--- src/logic/adcmc_pkg.sv ---
// Package of constants for the converter channel and mode control block.
// Assumes an 8-bit special function register port on the core clock.
package adcmc_pkg;

	// ------------------------------------------------------------------
	// Register addresses
	// ------------------------------------------------------------------
	localparam logic [7:0] ADDR_CTRL_PRIMARY   = 8'hD8;
	localparam logic [7:0] ADDR_CTRL_SECONDARY = 8'hDC;
	localparam logic [7:0] ADDR_RESULT_LOW     = 8'hD9;
	localparam logic [7:0] ADDR_RESULT_HIGH    = 8'hDA;
	localparam logic [7:0] ADDR_IRQ_STATUS     = 8'hC0;

	// ------------------------------------------------------------------
	// Field positions
	// ------------------------------------------------------------------
	localparam int POS_ACTIVE    = 4;
	localparam int POS_CONT_MODE = 3;
	localparam int POS_IRQ_FLAG  = 0;
	localparam int CHAN_W        = 3;
	localparam int RESULT_W      = 10;

	// ------------------------------------------------------------------
	// Reset values (undefined bits held at zero)
	// ------------------------------------------------------------------
	localparam logic [2:0] RST_PRIMARY_TOP   = 3'h0;
	localparam logic [1:0] RST_SECONDARY_TOP = 2'h1;
	localparam logic [2:0] RST_CHANNEL       = 3'h0;
	localparam logic [7:0] RST_RESULT        = 8'h00;

endpackage

--- src/logic/adcmc_seq_if.sv ---
// Interface between the register file and the conversion sequencer.
// Assumes both ends run on the same core clock.
`timescale 1ns/1ps

interface adcmc_seq_if;
	logic                            start_req;
	logic                            cont_mode;
	logic [adcmc_pkg::CHAN_W-1:0]    channel;
	logic                            conv_done;
	logic                            active;
	logic                            done_evt;
	logic                            conv_start;
	logic [adcmc_pkg::CHAN_W-1:0]    conv_channel;

	modport regs (
		output start_req,
		output cont_mode,
		output channel,
		output conv_done,
		input  active,
		input  done_evt,
		input  conv_start,
		input  conv_channel
	);

	modport seq (
		input  start_req,
		input  cont_mode,
		input  channel,
		input  conv_done,
		output active,
		output done_evt,
		output conv_start,
		output conv_channel
	);
endinterface

--- src/logic/adcmc_seq.sv ---
// Conversion sequencer: single and continuous start, active flag, channel latch.
// Assumes done from the analog engine is a one-cycle pulse on the same clock.
`timescale 1ns/1ps

module adcmc_seq (
	input  wire logic i_clk_sys,
	input  wire logic i_rst,
	adcmc_seq_if.seq  bus
);
	typedef enum logic {ADCMC_IDLE, ADCMC_RUN} adcmc_state_t;

	adcmc_state_t                 state_reg,  state_next;
	logic                         start_reg,  start_next;
	logic                         ran_reg,    ran_next;
	logic                         mode_d_reg, mode_d_next;
	logic [adcmc_pkg::CHAN_W-1:0] chan_reg,   chan_next;
	logic                         go;

	// ------------------------------------------------------------------
	// Next-state logic
	// ------------------------------------------------------------------
	always_comb begin
		state_next  = state_reg;
		start_next  = 1'b0;
		ran_next    = ran_reg;
		mode_d_next = bus.cont_mode;
		chan_next   = chan_reg;
		go          = 1'b0;
		// Setting the mode bit while idle restarts only after a first conversion
		if (bus.start_req) begin
			go = 1'b1; // RULE_08
		end else if (state_reg == ADCMC_IDLE) begin
			go = bus.cont_mode && !mode_d_reg && ran_reg; // RULE_02
		end
		unique case (state_reg)
			ADCMC_IDLE: begin
				if (go) begin
					state_next = ADCMC_RUN;
				end
			end
			ADCMC_RUN: begin
				if (bus.conv_done) begin
					ran_next  = 1'b1; // Enables the idle restart on mode set
					if (bus.cont_mode) begin
						go = 1'b1; // RULE_02
					end else if (!go) begin
						state_next = ADCMC_IDLE; // RULE_01 RULE_03
					end
				end
			end
		endcase
		if (go) begin
			start_next = 1'b1;
			chan_next  = bus.channel; // RULE_11
		end
	end

	// ------------------------------------------------------------------
	// State registers
	// ------------------------------------------------------------------
	always_ff @(posedge i_clk_sys) begin
		if (i_rst) begin
			state_reg  <= ADCMC_IDLE;
			start_reg  <= 1'b0;
			ran_reg    <= 1'b0;
			mode_d_reg <= 1'b0;
			chan_reg   <= adcmc_pkg::RST_CHANNEL;
		end else begin
			state_reg  <= state_next;
			start_reg  <= start_next;
			ran_reg    <= ran_next;
			mode_d_reg <= mode_d_next;
			chan_reg   <= chan_next;
		end
	end

	// Outputs toward the register file and the engine
	assign bus.active       = (state_reg == ADCMC_RUN); // RULE_01
	// Completion is flagged in the done cycle, while the result is still valid
	assign bus.done_evt     = bus.conv_done && (state_reg == ADCMC_RUN); // RULE_09
	assign bus.conv_start   = start_reg;
	assign bus.conv_channel = chan_reg; // RULE_06
endmodule

--- src/logic/adcmc_top.sv ---
// Channel and mode control of a 10-bit converter, special function register side.
// Assumes the analog engine answers each start with one done pulse and a result.
// Overview of operation
// RULE_01: Active flag reads 1 throughout a conversion, cleared by hardware at its end.
// RULE_02: Continuous mode runs conversions back to back; single mode one per start.
// RULE_03: Clearing continuous mode mid-conversion lets it finish, then no further start.
// RULE_04: One shared 3-bit channel field appears in both control registers.
// RULE_05: Latest write through either control register sets the shared channel.
// RULE_06: Channel field is a binary index: value n selects analog input n.
// RULE_07: Reset values: primary 00X00000, secondary 01XXX000; X bits undefined.
// RULE_08: Any write to the low result register starts a conversion.
// RULE_09: Interrupt flag set at each completion; only software clears it.
// RULE_10: Result left justified: MSB at high bit 7, LSB at low bit 6.
// RULE_11: Channel sampled at conversion start; later changes apply to next one.
`timescale 1ns/1ps

module adcmc_top (
	input  wire logic                            i_clk_sys,
	input  wire logic                            i_rst,
	input  wire logic [7:0]                      i_sfr_addr,
	input  wire logic [7:0]                      i_sfr_wdata,
	input  wire logic                            i_sfr_wr,
	input  wire logic                            i_sfr_rd,
	output logic      [7:0]                      o_sfr_rdata,
	input  wire logic                            i_conv_done,
	input  wire logic [adcmc_pkg::RESULT_W-1:0]  i_conv_result,
	output logic                                 o_conv_start,
	output logic      [adcmc_pkg::CHAN_W-1:0]    o_conv_channel,
	output logic                                 o_conv_active,
	output logic                                 o_irq_flag
);
	adcmc_seq_if seq_bus ();

	logic [2:0]                   prim_top_reg, prim_top_next;
	logic [1:0]                   sec_top_reg,  sec_top_next;
	logic                         mode_reg,     mode_next;
	logic [adcmc_pkg::CHAN_W-1:0] chan_reg,     chan_next;
	logic [7:0]                   res_lo_reg,   res_lo_next;
	logic [7:0]                   res_hi_reg,   res_hi_next;
	logic                         irq_reg,      irq_next;
	logic [7:0]                   rdata_reg,    rdata_next;
	logic                         wr_prim;
	logic                         wr_sec;
	logic                         wr_lo;
	logic                         wr_hi;
	logic                         wr_irq;

	// ------------------------------------------------------------------
	// Sequencer
	// ------------------------------------------------------------------
	// The sequencer owns the start pulse, the active flag and the channel latch
	adcmc_seq u_seq (
		.i_clk_sys (i_clk_sys),
		.i_rst     (i_rst),
		.bus       (seq_bus.seq)
	);

	// Register file drives the sequencer inputs
	assign seq_bus.start_req = wr_lo; // RULE_08
	assign seq_bus.cont_mode = mode_reg;
	assign seq_bus.channel   = chan_reg;
	assign seq_bus.conv_done = i_conv_done;

	// ------------------------------------------------------------------
	// Address decode
	// ------------------------------------------------------------------
	// One write strobe per mapped register; writes elsewhere are ignored
	assign wr_prim = i_sfr_wr && (i_sfr_addr == adcmc_pkg::ADDR_CTRL_PRIMARY);
	assign wr_sec  = i_sfr_wr && (i_sfr_addr == adcmc_pkg::ADDR_CTRL_SECONDARY);
	assign wr_lo   = i_sfr_wr && (i_sfr_addr == adcmc_pkg::ADDR_RESULT_LOW);
	assign wr_hi   = i_sfr_wr && (i_sfr_addr == adcmc_pkg::ADDR_RESULT_HIGH);
	assign wr_irq  = i_sfr_wr && (i_sfr_addr == adcmc_pkg::ADDR_IRQ_STATUS);

	// ------------------------------------------------------------------
	// Control registers
	// ------------------------------------------------------------------
	// Both control registers write the single channel field; last write wins
	always_comb begin
		prim_top_next = prim_top_reg;
		sec_top_next  = sec_top_reg;
		mode_next     = mode_reg;
		chan_next     = chan_reg;
		if (wr_prim) begin
			prim_top_next = i_sfr_wdata[7:5];
			mode_next     = i_sfr_wdata[adcmc_pkg::POS_CONT_MODE];
			chan_next     = i_sfr_wdata[adcmc_pkg::CHAN_W-1:0]; // RULE_05
		end
		if (wr_sec) begin
			sec_top_next = i_sfr_wdata[7:6];
			chan_next    = i_sfr_wdata[adcmc_pkg::CHAN_W-1:0]; // RULE_05
		end
	end

	// Control storage; the active bit has none here, so writes to it are lost
	always_ff @(posedge i_clk_sys) begin
		if (i_rst) begin
			prim_top_reg <= adcmc_pkg::RST_PRIMARY_TOP; // RULE_07
			sec_top_reg  <= adcmc_pkg::RST_SECONDARY_TOP; // RULE_07
			mode_reg     <= 1'b0;
			chan_reg     <= adcmc_pkg::RST_CHANNEL;
		end else begin
			prim_top_reg <= prim_top_next;
			sec_top_reg  <= sec_top_next;
			mode_reg     <= mode_next;
			chan_reg     <= chan_next;
		end
	end

	// ------------------------------------------------------------------
	// Result registers
	// ------------------------------------------------------------------
	// Result registers are also writable as plain storage
	always_comb begin
		res_lo_next = res_lo_reg;
		res_hi_next = res_hi_reg;
		if (wr_lo) begin
			res_lo_next = i_sfr_wdata;
		end
		if (wr_hi) begin
			res_hi_next = i_sfr_wdata;
		end
		// Engine result, taken in its done cycle, overrides a same-cycle write
		if (seq_bus.done_evt) begin
			res_hi_next = res_hold_hi(i_conv_result);
			res_lo_next = res_hold_lo(i_conv_result);
		end
	end

	// Result storage, kept until the next conversion or software write
	always_ff @(posedge i_clk_sys) begin
		if (i_rst) begin
			res_lo_reg <= adcmc_pkg::RST_RESULT;
			res_hi_reg <= adcmc_pkg::RST_RESULT;
		end else begin
			res_lo_reg <= res_lo_next;
			res_hi_reg <= res_hi_next;
		end
	end

	// ------------------------------------------------------------------
	// Interrupt request flag
	// ------------------------------------------------------------------
	// Software clears the flag; a completion in the same cycle wins
	always_comb begin
		irq_next = irq_reg;
		if (wr_irq && !i_sfr_wdata[adcmc_pkg::POS_IRQ_FLAG]) begin
			irq_next = 1'b0;
		end
		if (seq_bus.done_evt) begin
			irq_next = 1'b1; // RULE_09
		end
	end

	// Sticky flag storage; hardware never clears it
	always_ff @(posedge i_clk_sys) begin
		if (i_rst) begin
			irq_reg <= 1'b0;
		end else begin
			irq_reg <= irq_next;
		end
	end

	// ------------------------------------------------------------------
	// Read data multiplexer
	// ------------------------------------------------------------------
	always_comb begin
		rdata_next = rdata_reg;
		if (i_sfr_rd) begin
			unique case (i_sfr_addr)
				adcmc_pkg::ADDR_CTRL_PRIMARY: begin
					rdata_next = {prim_top_reg, seq_bus.active, mode_reg, chan_reg}; // RULE_04
				end
				adcmc_pkg::ADDR_CTRL_SECONDARY: begin
					rdata_next = {sec_top_reg, 3'h0, chan_reg}; // RULE_04
				end
				adcmc_pkg::ADDR_RESULT_LOW: begin
					rdata_next = res_lo_reg;
				end
				adcmc_pkg::ADDR_RESULT_HIGH: begin
					rdata_next = res_hi_reg;
				end
				adcmc_pkg::ADDR_IRQ_STATUS: begin
					rdata_next = {7'h00, irq_reg};
				end
				default: begin
					// Unmapped addresses read as zero
					rdata_next = 8'h00;
				end
			endcase
		end
	end

	// ------------------------------------------------------------------
	// Read data register
	// ------------------------------------------------------------------
	// Read data stands from the cycle after the read until the next read
	always_ff @(posedge i_clk_sys) begin
		if (i_rst) begin
			rdata_reg <= 8'h00;
		end else begin
			rdata_reg <= rdata_next;
		end
	end

	// ------------------------------------------------------------------
	// Left-justified result split
	// ------------------------------------------------------------------
	function automatic logic [7:0] res_hold_hi(input logic [9:0] r);
		res_hold_hi = r[9:2]; // RULE_10
	endfunction

	function automatic logic [7:0] res_hold_lo(input logic [9:0] r);
		res_hold_lo = {r[1:0], 6'h00}; // RULE_10
	endfunction

	// Outputs, each from a flip-flop
	// Engine-side outputs come from the sequencer's own registers
	assign o_sfr_rdata    = rdata_reg;
	assign o_conv_start   = seq_bus.conv_start;
	assign o_conv_channel = seq_bus.conv_channel;
	assign o_conv_active  = seq_bus.active;
	assign o_irq_flag     = irq_reg;
endmodule

--- config.mk ---
export PLATFORM = sky130hd
export DESIGN_NAME = adcmc_top
export DESIGN_NICKNAME = d
export VERILOG_FILES = /design/src/logic/adcmc_pkg.sv /design/src/logic/adcmc_seq_if.sv /design/src/logic/adcmc_seq.sv /design/src/logic/adcmc_top.sv
export SDC_FILE = /design/constraint.sdc
export NUM_CORES = 1
export LEC_CHECK = 0
export ABC_AREA = 1
export BUFFER_PORTS_ARGS = -buffer_cell sky130_fd_sc_hd__buf_4
export CAP_MARGIN = 10
export CORE_MARGIN = 2
export CORE_UTILIZATION = 60
export CTS_BUF_LIST = sky130_fd_sc_hd__clkbuf_4
export DETAILED_ROUTE_END_ITERATION = 8
export GPL_ROUTABILITY_DRIVEN = 0
export PLACE_DENSITY = 0.87
export SLEW_MARGIN = 20
export SYNTH_ARGS = -nofsm -noshare
export SYNTH_HDL_FRONTEND = slang
export SYNTH_SLANG_ARGS = --single-unit
--- constraint.sdc ---
create_clock -name i_clk_sys -period 3.75 [get_ports i_clk_sys]
set_clock_uncertainty 0.15 [all_clocks]
set_input_delay 0.375 -clock i_clk_sys [delete_from_list [all_inputs] [get_ports i_clk_sys]]
set_output_delay 0.375 -clock i_clk_sys [all_outputs]
set_load 0.02 [all_outputs]
== After elaboration in Yosys (flattened, before gate mapping) ==
Index checks and enable logic that the tools add are counted.
Storage, ports and cells
  word-level logic and storage cells: 56
  bits of input ports: 31
  bits in registers: 41
  output and inout bits: 14
Operators by class
  eq/ne operators: 5
  multiplexer cells: 19
  bitwise gates (word level): 1
  reduce and logical (&&, ||, !) cells: 17
Operators with widths (count)
  $eq A8 B8 Y1 const B: 5
  $pmux W8 S5: 1
  $mux W8: 4
  $mux W1: 11
  $logic_and A1 B1 Y1: 9
  $reduce_bool A2 Y1: 4
  $mux W3: 2
  $logic_not A1 Y1: 2
  $pmux W1 S2: 1
  $reduce_and A2 Y1: 1
  $reduce_or A2 Y1: 1
  $not A1 Y1: 1

== Depth between registers and ports, before layout ==
  depth after elaboration: 9
  gate-level depth with buffers: 10
  depth with buffers taken out: 10

== Cells and area by module ==
Synthesis repeated with hierarchy kept, for this count alone.
Unflattened totals
  cells, all modules: 284
  area, all modules: 1994.4 um2
Modules (own cells, without submodules)
  adcmc_top: area each 1677.9 um2, instances 1, sequential area each 680.7 um2, cells each 235
  adcmc_seq: area each 316.6 um2, instances 1, sequential area each 140.1 um2, cells each 49

== Least setup slack after synthesis ==
OpenSTA, ideal clock, no wires.
  path kind: flip-flop to flip-flop
  start point: reg u_seq.state_reg (netlist: u_seq.bus.active)
  end point: reg res_hi_reg[5]
  required time: 3526 ps
  path slack: 2243 ps
  setup time: 74 ps
  buffers on the path: 1
  period minus slack after synthesis: 1507 ps
  arrival: 1282 ps
  cell stages (with the launch flop): 6
  cell sequence: dfxtp_1 nand2_1 inv_1 clkbuf_1 nand2_1 a31oi_2
On the way
  cells in the longest elaborated chain, start to end: 2
  elaborated cells between the ends (all ways): 3
  classes of those cells: mux: 1; reduce/logical: 2
Ends and longest elaborated chain
  start: declaration: RTL line adcmc_seq.sv:12  | adcmc_state_t state_reg, state_next;
  start signal: assignment: RTL line adcmc_seq.sv:69  | state_reg <= state_next;
  $logic_and A1 B1 Y1 (*): RTL line adcmc_seq.sv:80  | assign bus.done_evt = bus.conv_done && (state_reg == ADCMC_RUN);
  $mux W8 / $reduce_bool A2 Y1 (equally long branches)
  end signal: assignment: RTL line adcmc_top.sv:133  | res_hi_reg <= adcmc_pkg::RST_RESULT;
  end signal: assignment: RTL line adcmc_top.sv:136  | res_hi_reg <= res_hi_next;
  end: declaration: RTL line adcmc_top.sv:39  | logic [7:0] res_hi_reg, res_hi_next;
Mark *: on every way between the ends. The rest lies on a longest branch, timed or not.
A chain may end at the register's enable or synchronous reset.

== Final worst setup path ==
  start point: reg u_seq.state_reg (netlist: u_seq.bus.active)
  end point: reg res_lo_reg[0]
On the way
  cells in the longest elaborated chain, start to end: 2
Ends and longest elaborated chain
  $logic_and A1 B1 Y1: RTL line adcmc_seq.sv:80
  $reduce_or A2 Y1 (no line)
  end signal: assignment: RTL line adcmc_top.sv:132  | res_lo_reg <= adcmc_pkg::RST_RESULT;
  end signal: assignment: RTL line adcmc_top.sv:135  | res_lo_reg <= res_lo_next;
  end: declaration: RTL line adcmc_top.sv:38  | logic [7:0] res_lo_reg, res_lo_next;
No other way between the ends.

==> reports/metrics.cfg <==
[synthesis]
yosysSeqAreaShare = 0.416
synth_top_area_cell = dfxtp_1
synth_common_cells = nand2_1 (72), dfxtp_1 (41), nand3_1 (30)
avgSynthCellArea_um2 = 7.22
syn_nets = 304
synth_cell_types = 28
synth-edff-count = 0
ys_top_cells_by_area = dfxtp_1 (42%), nand2_1 (14%), nand3_1 (7.6%)
synth-main-ff-cell = dfxtp_1
synthesis.area_um2 = 1970
yosysMostFrequentCell = nand2_1
synth_top_area_frac = 0.416
synth-warning-count = 0
async_flop_share = 0
synthesis.instances = 273
postSynthRegisterBits = 41

[clock_tree]
cts.path.max_buffers = 2
cts.repair.resized = 0
cts.clk_slew.worst_paths_ns = 0.13
cts_hold_buf = 0
cts_root_buf = clkbuf_4
cts_tree = built
worstSkewPairLatency_ns = 0.35
cts.sinks = 41
cts_setup_buffers = 0
h-tree-depth = 2
cts_inserted_buffers = 5

[die]
fp.dieW_um = 61.3
core.rowCount = 20
core_um2 = 3080
die_area_um2 = 3760
ios = 45
initial_core_util = 0.641
dieHeight_um = 61.3

[final_layout]
fin_util = 0.774
layout.nets = 346
area_growth_pct = 20.9
diodes = 0
drive_gt1_frac = 0.209
final-instance-count-excl-fill = 360

[detailed_routing]
drtPass1Iterations = 5
drc = 0
drtIter0Drc = 107
routed-via-count = 1941
avgRoutedWirePerCell_um = 13.0
final_antenna_net_count = 0
routed_wl_um = 4670
drt-vias-per-instance = 5.39

[hold_path]
min_to = sec_top_reg[0]
min_path_cells = 3
min_path_type = in -> reg
min-delay-start = i_sfr_wdata[6]

[critical_path]
crit_slowest_cell = nand2_1
critPathMaxStageDelay_ns = 0.41
cp_max_fo = 13
path_cells = nand2_1 -> inv_1 -> nor2_1 -> o21ai_0 -> a21oi_1
crit_required_ns = 3.89
r2r_slack_ns = 1.71
criticalPathCategory = reg -> reg
r2r_cells = 5
reg2reg_from = u_seq.bus.active
end_kind = flop
r2r-end = res_lo_reg[0]
crit_path_start_kind = flop
worstPathArrival_ns = 2.18

[timing]
slew_violations = 0
worst_pin_slew_ns = 0.632
period_minus_slack_ns = 2.04
hold_violations = 0
relSlewSlack = 0.578
rsz0062_at_grt = false
tns_ns = 0
setup_viol = 0
finalCritPeriodShare = 0.544
fmax_mhz = 490

[power_and_ir_drop]
power_density_nw_per_um2 = 338
ir_drop_mv = 0.300
static-leakage-power_uw = 0.00105

[placed_design]
post-place-cells = 352
place_hpwl_um = 3420
port_buffers = 44

[grt]
grt_max_degree = 28
grt_pass1_wl_um = 7600
grt_pass1_vias = 1744
track_usage = 0.275
antenna_found_initial = 0
grt_overflow = 0

[job]
drv_cap = 0

[status]
status = finished, final reports clean

[routing by layer]
metal | vias to the layer above | global-route usage | part of all wire
met5 | - | 0 | 0
met4 | 0 | 0.0901 | 0.014
met3 | 9 | 0.0609 | 0.050
met2 | 57 | 0.492 | 0.51
met1 | 887 | 0.325 | 0.43
li1 | 988 | - | -
[worst max-delay path by stage]
stage                     cells past startpoint  slack, ns             start         endpoint
final                                         5       1.71  u_seq.bus.active    res_lo_reg[0]
after global routing                          5       1.57  u_seq.bus.active    res_lo_reg[0]
after CTS                                     5       1.80  u_seq.bus.active    res_lo_reg[0]
after detailed placement                      9       1.59     i_sfr_addr[5]         mode_reg
after global placement                        9       1.64     i_sfr_addr[5]  prim_top_reg[1]
after floorplan                               7       2.24     i_sfr_addr[6]         mode_reg
[power by group]
part           internal [uW]  total (uW)  switching, uW
Combinational           27.8        65.7           37.9
Sequential               436         437          0.504
Clock                    149         304            155
Total                    613         806            193
[cells in the final DEF, fill, tap and decap left out]
cell	Yosys	routed
a31oi_1	6	6
buf_4	1	44
a21boi_0	1	1
o21ai_1	7	7
dfxtp_1	41	41
clkinv_4	0	1
a31oi_2	2	2
nand2_4	2	2
nand4_1	2	2
nor2_4	1	1
nor2_8	2	2
a21oi_1	28	28
nand3_1	30	30
nor2_1	16	16
clkinv_1	1	1
o21ai_0	17	17
nor2_2	1	1
nand2_1	72	72
o211a_1	1	1
o211ai_1	1	1
clkbuf_4	0	6
bufinv_16	0	1
o211ai_2	1	1
inv_1	27	27
inv_2	2	2
nand4_2	1	1
nand3_4	2	2
[stage by stage]
step / total power [uW] / hold WS, ns / setup slack [ns] / area, um2
detailed placement: 512 / 0.287 / 1.59 / 2300
floorplan: 475 / 0.273 / 2.24 / 1970
global placement: 510 / 0.284 / 1.64 / 2300
CTS: 804 / 0.104 / 1.80 / 2380
finish: 806 / 0.0996 / 1.71 / 2380
global route: 832 / 0.122 / 1.57 / 2380
[cells by family (layout without fill, tap and decap cells)]
family,after synthesis,after routing,synth area share
buf+inv,39,82,0.0863
simple gates,129,129,0.315
flops,41,41,0.416
compound gates,64,64,0.183
[critical path: cells and delay by family (launching register included)]
family / cells / cell delay (ns)
compound gates: 2 / 0.32
buf+inv: 1 / 0.33
simple gates: 2 / 0.81
flops: 1 / 0.36
[cell type report]
cell class	instances	area (um2)
Multi-Input combinational cell	193	981
Tap cell	44	55.1
Inverter	30	113
Fill cell	241	694
Sequential cell	41	821
Clock buffer	6	45.0
Clock inverter	2	38.8
Timing Repair Buffer	44	330
Power figures use the tool's default switching activity.
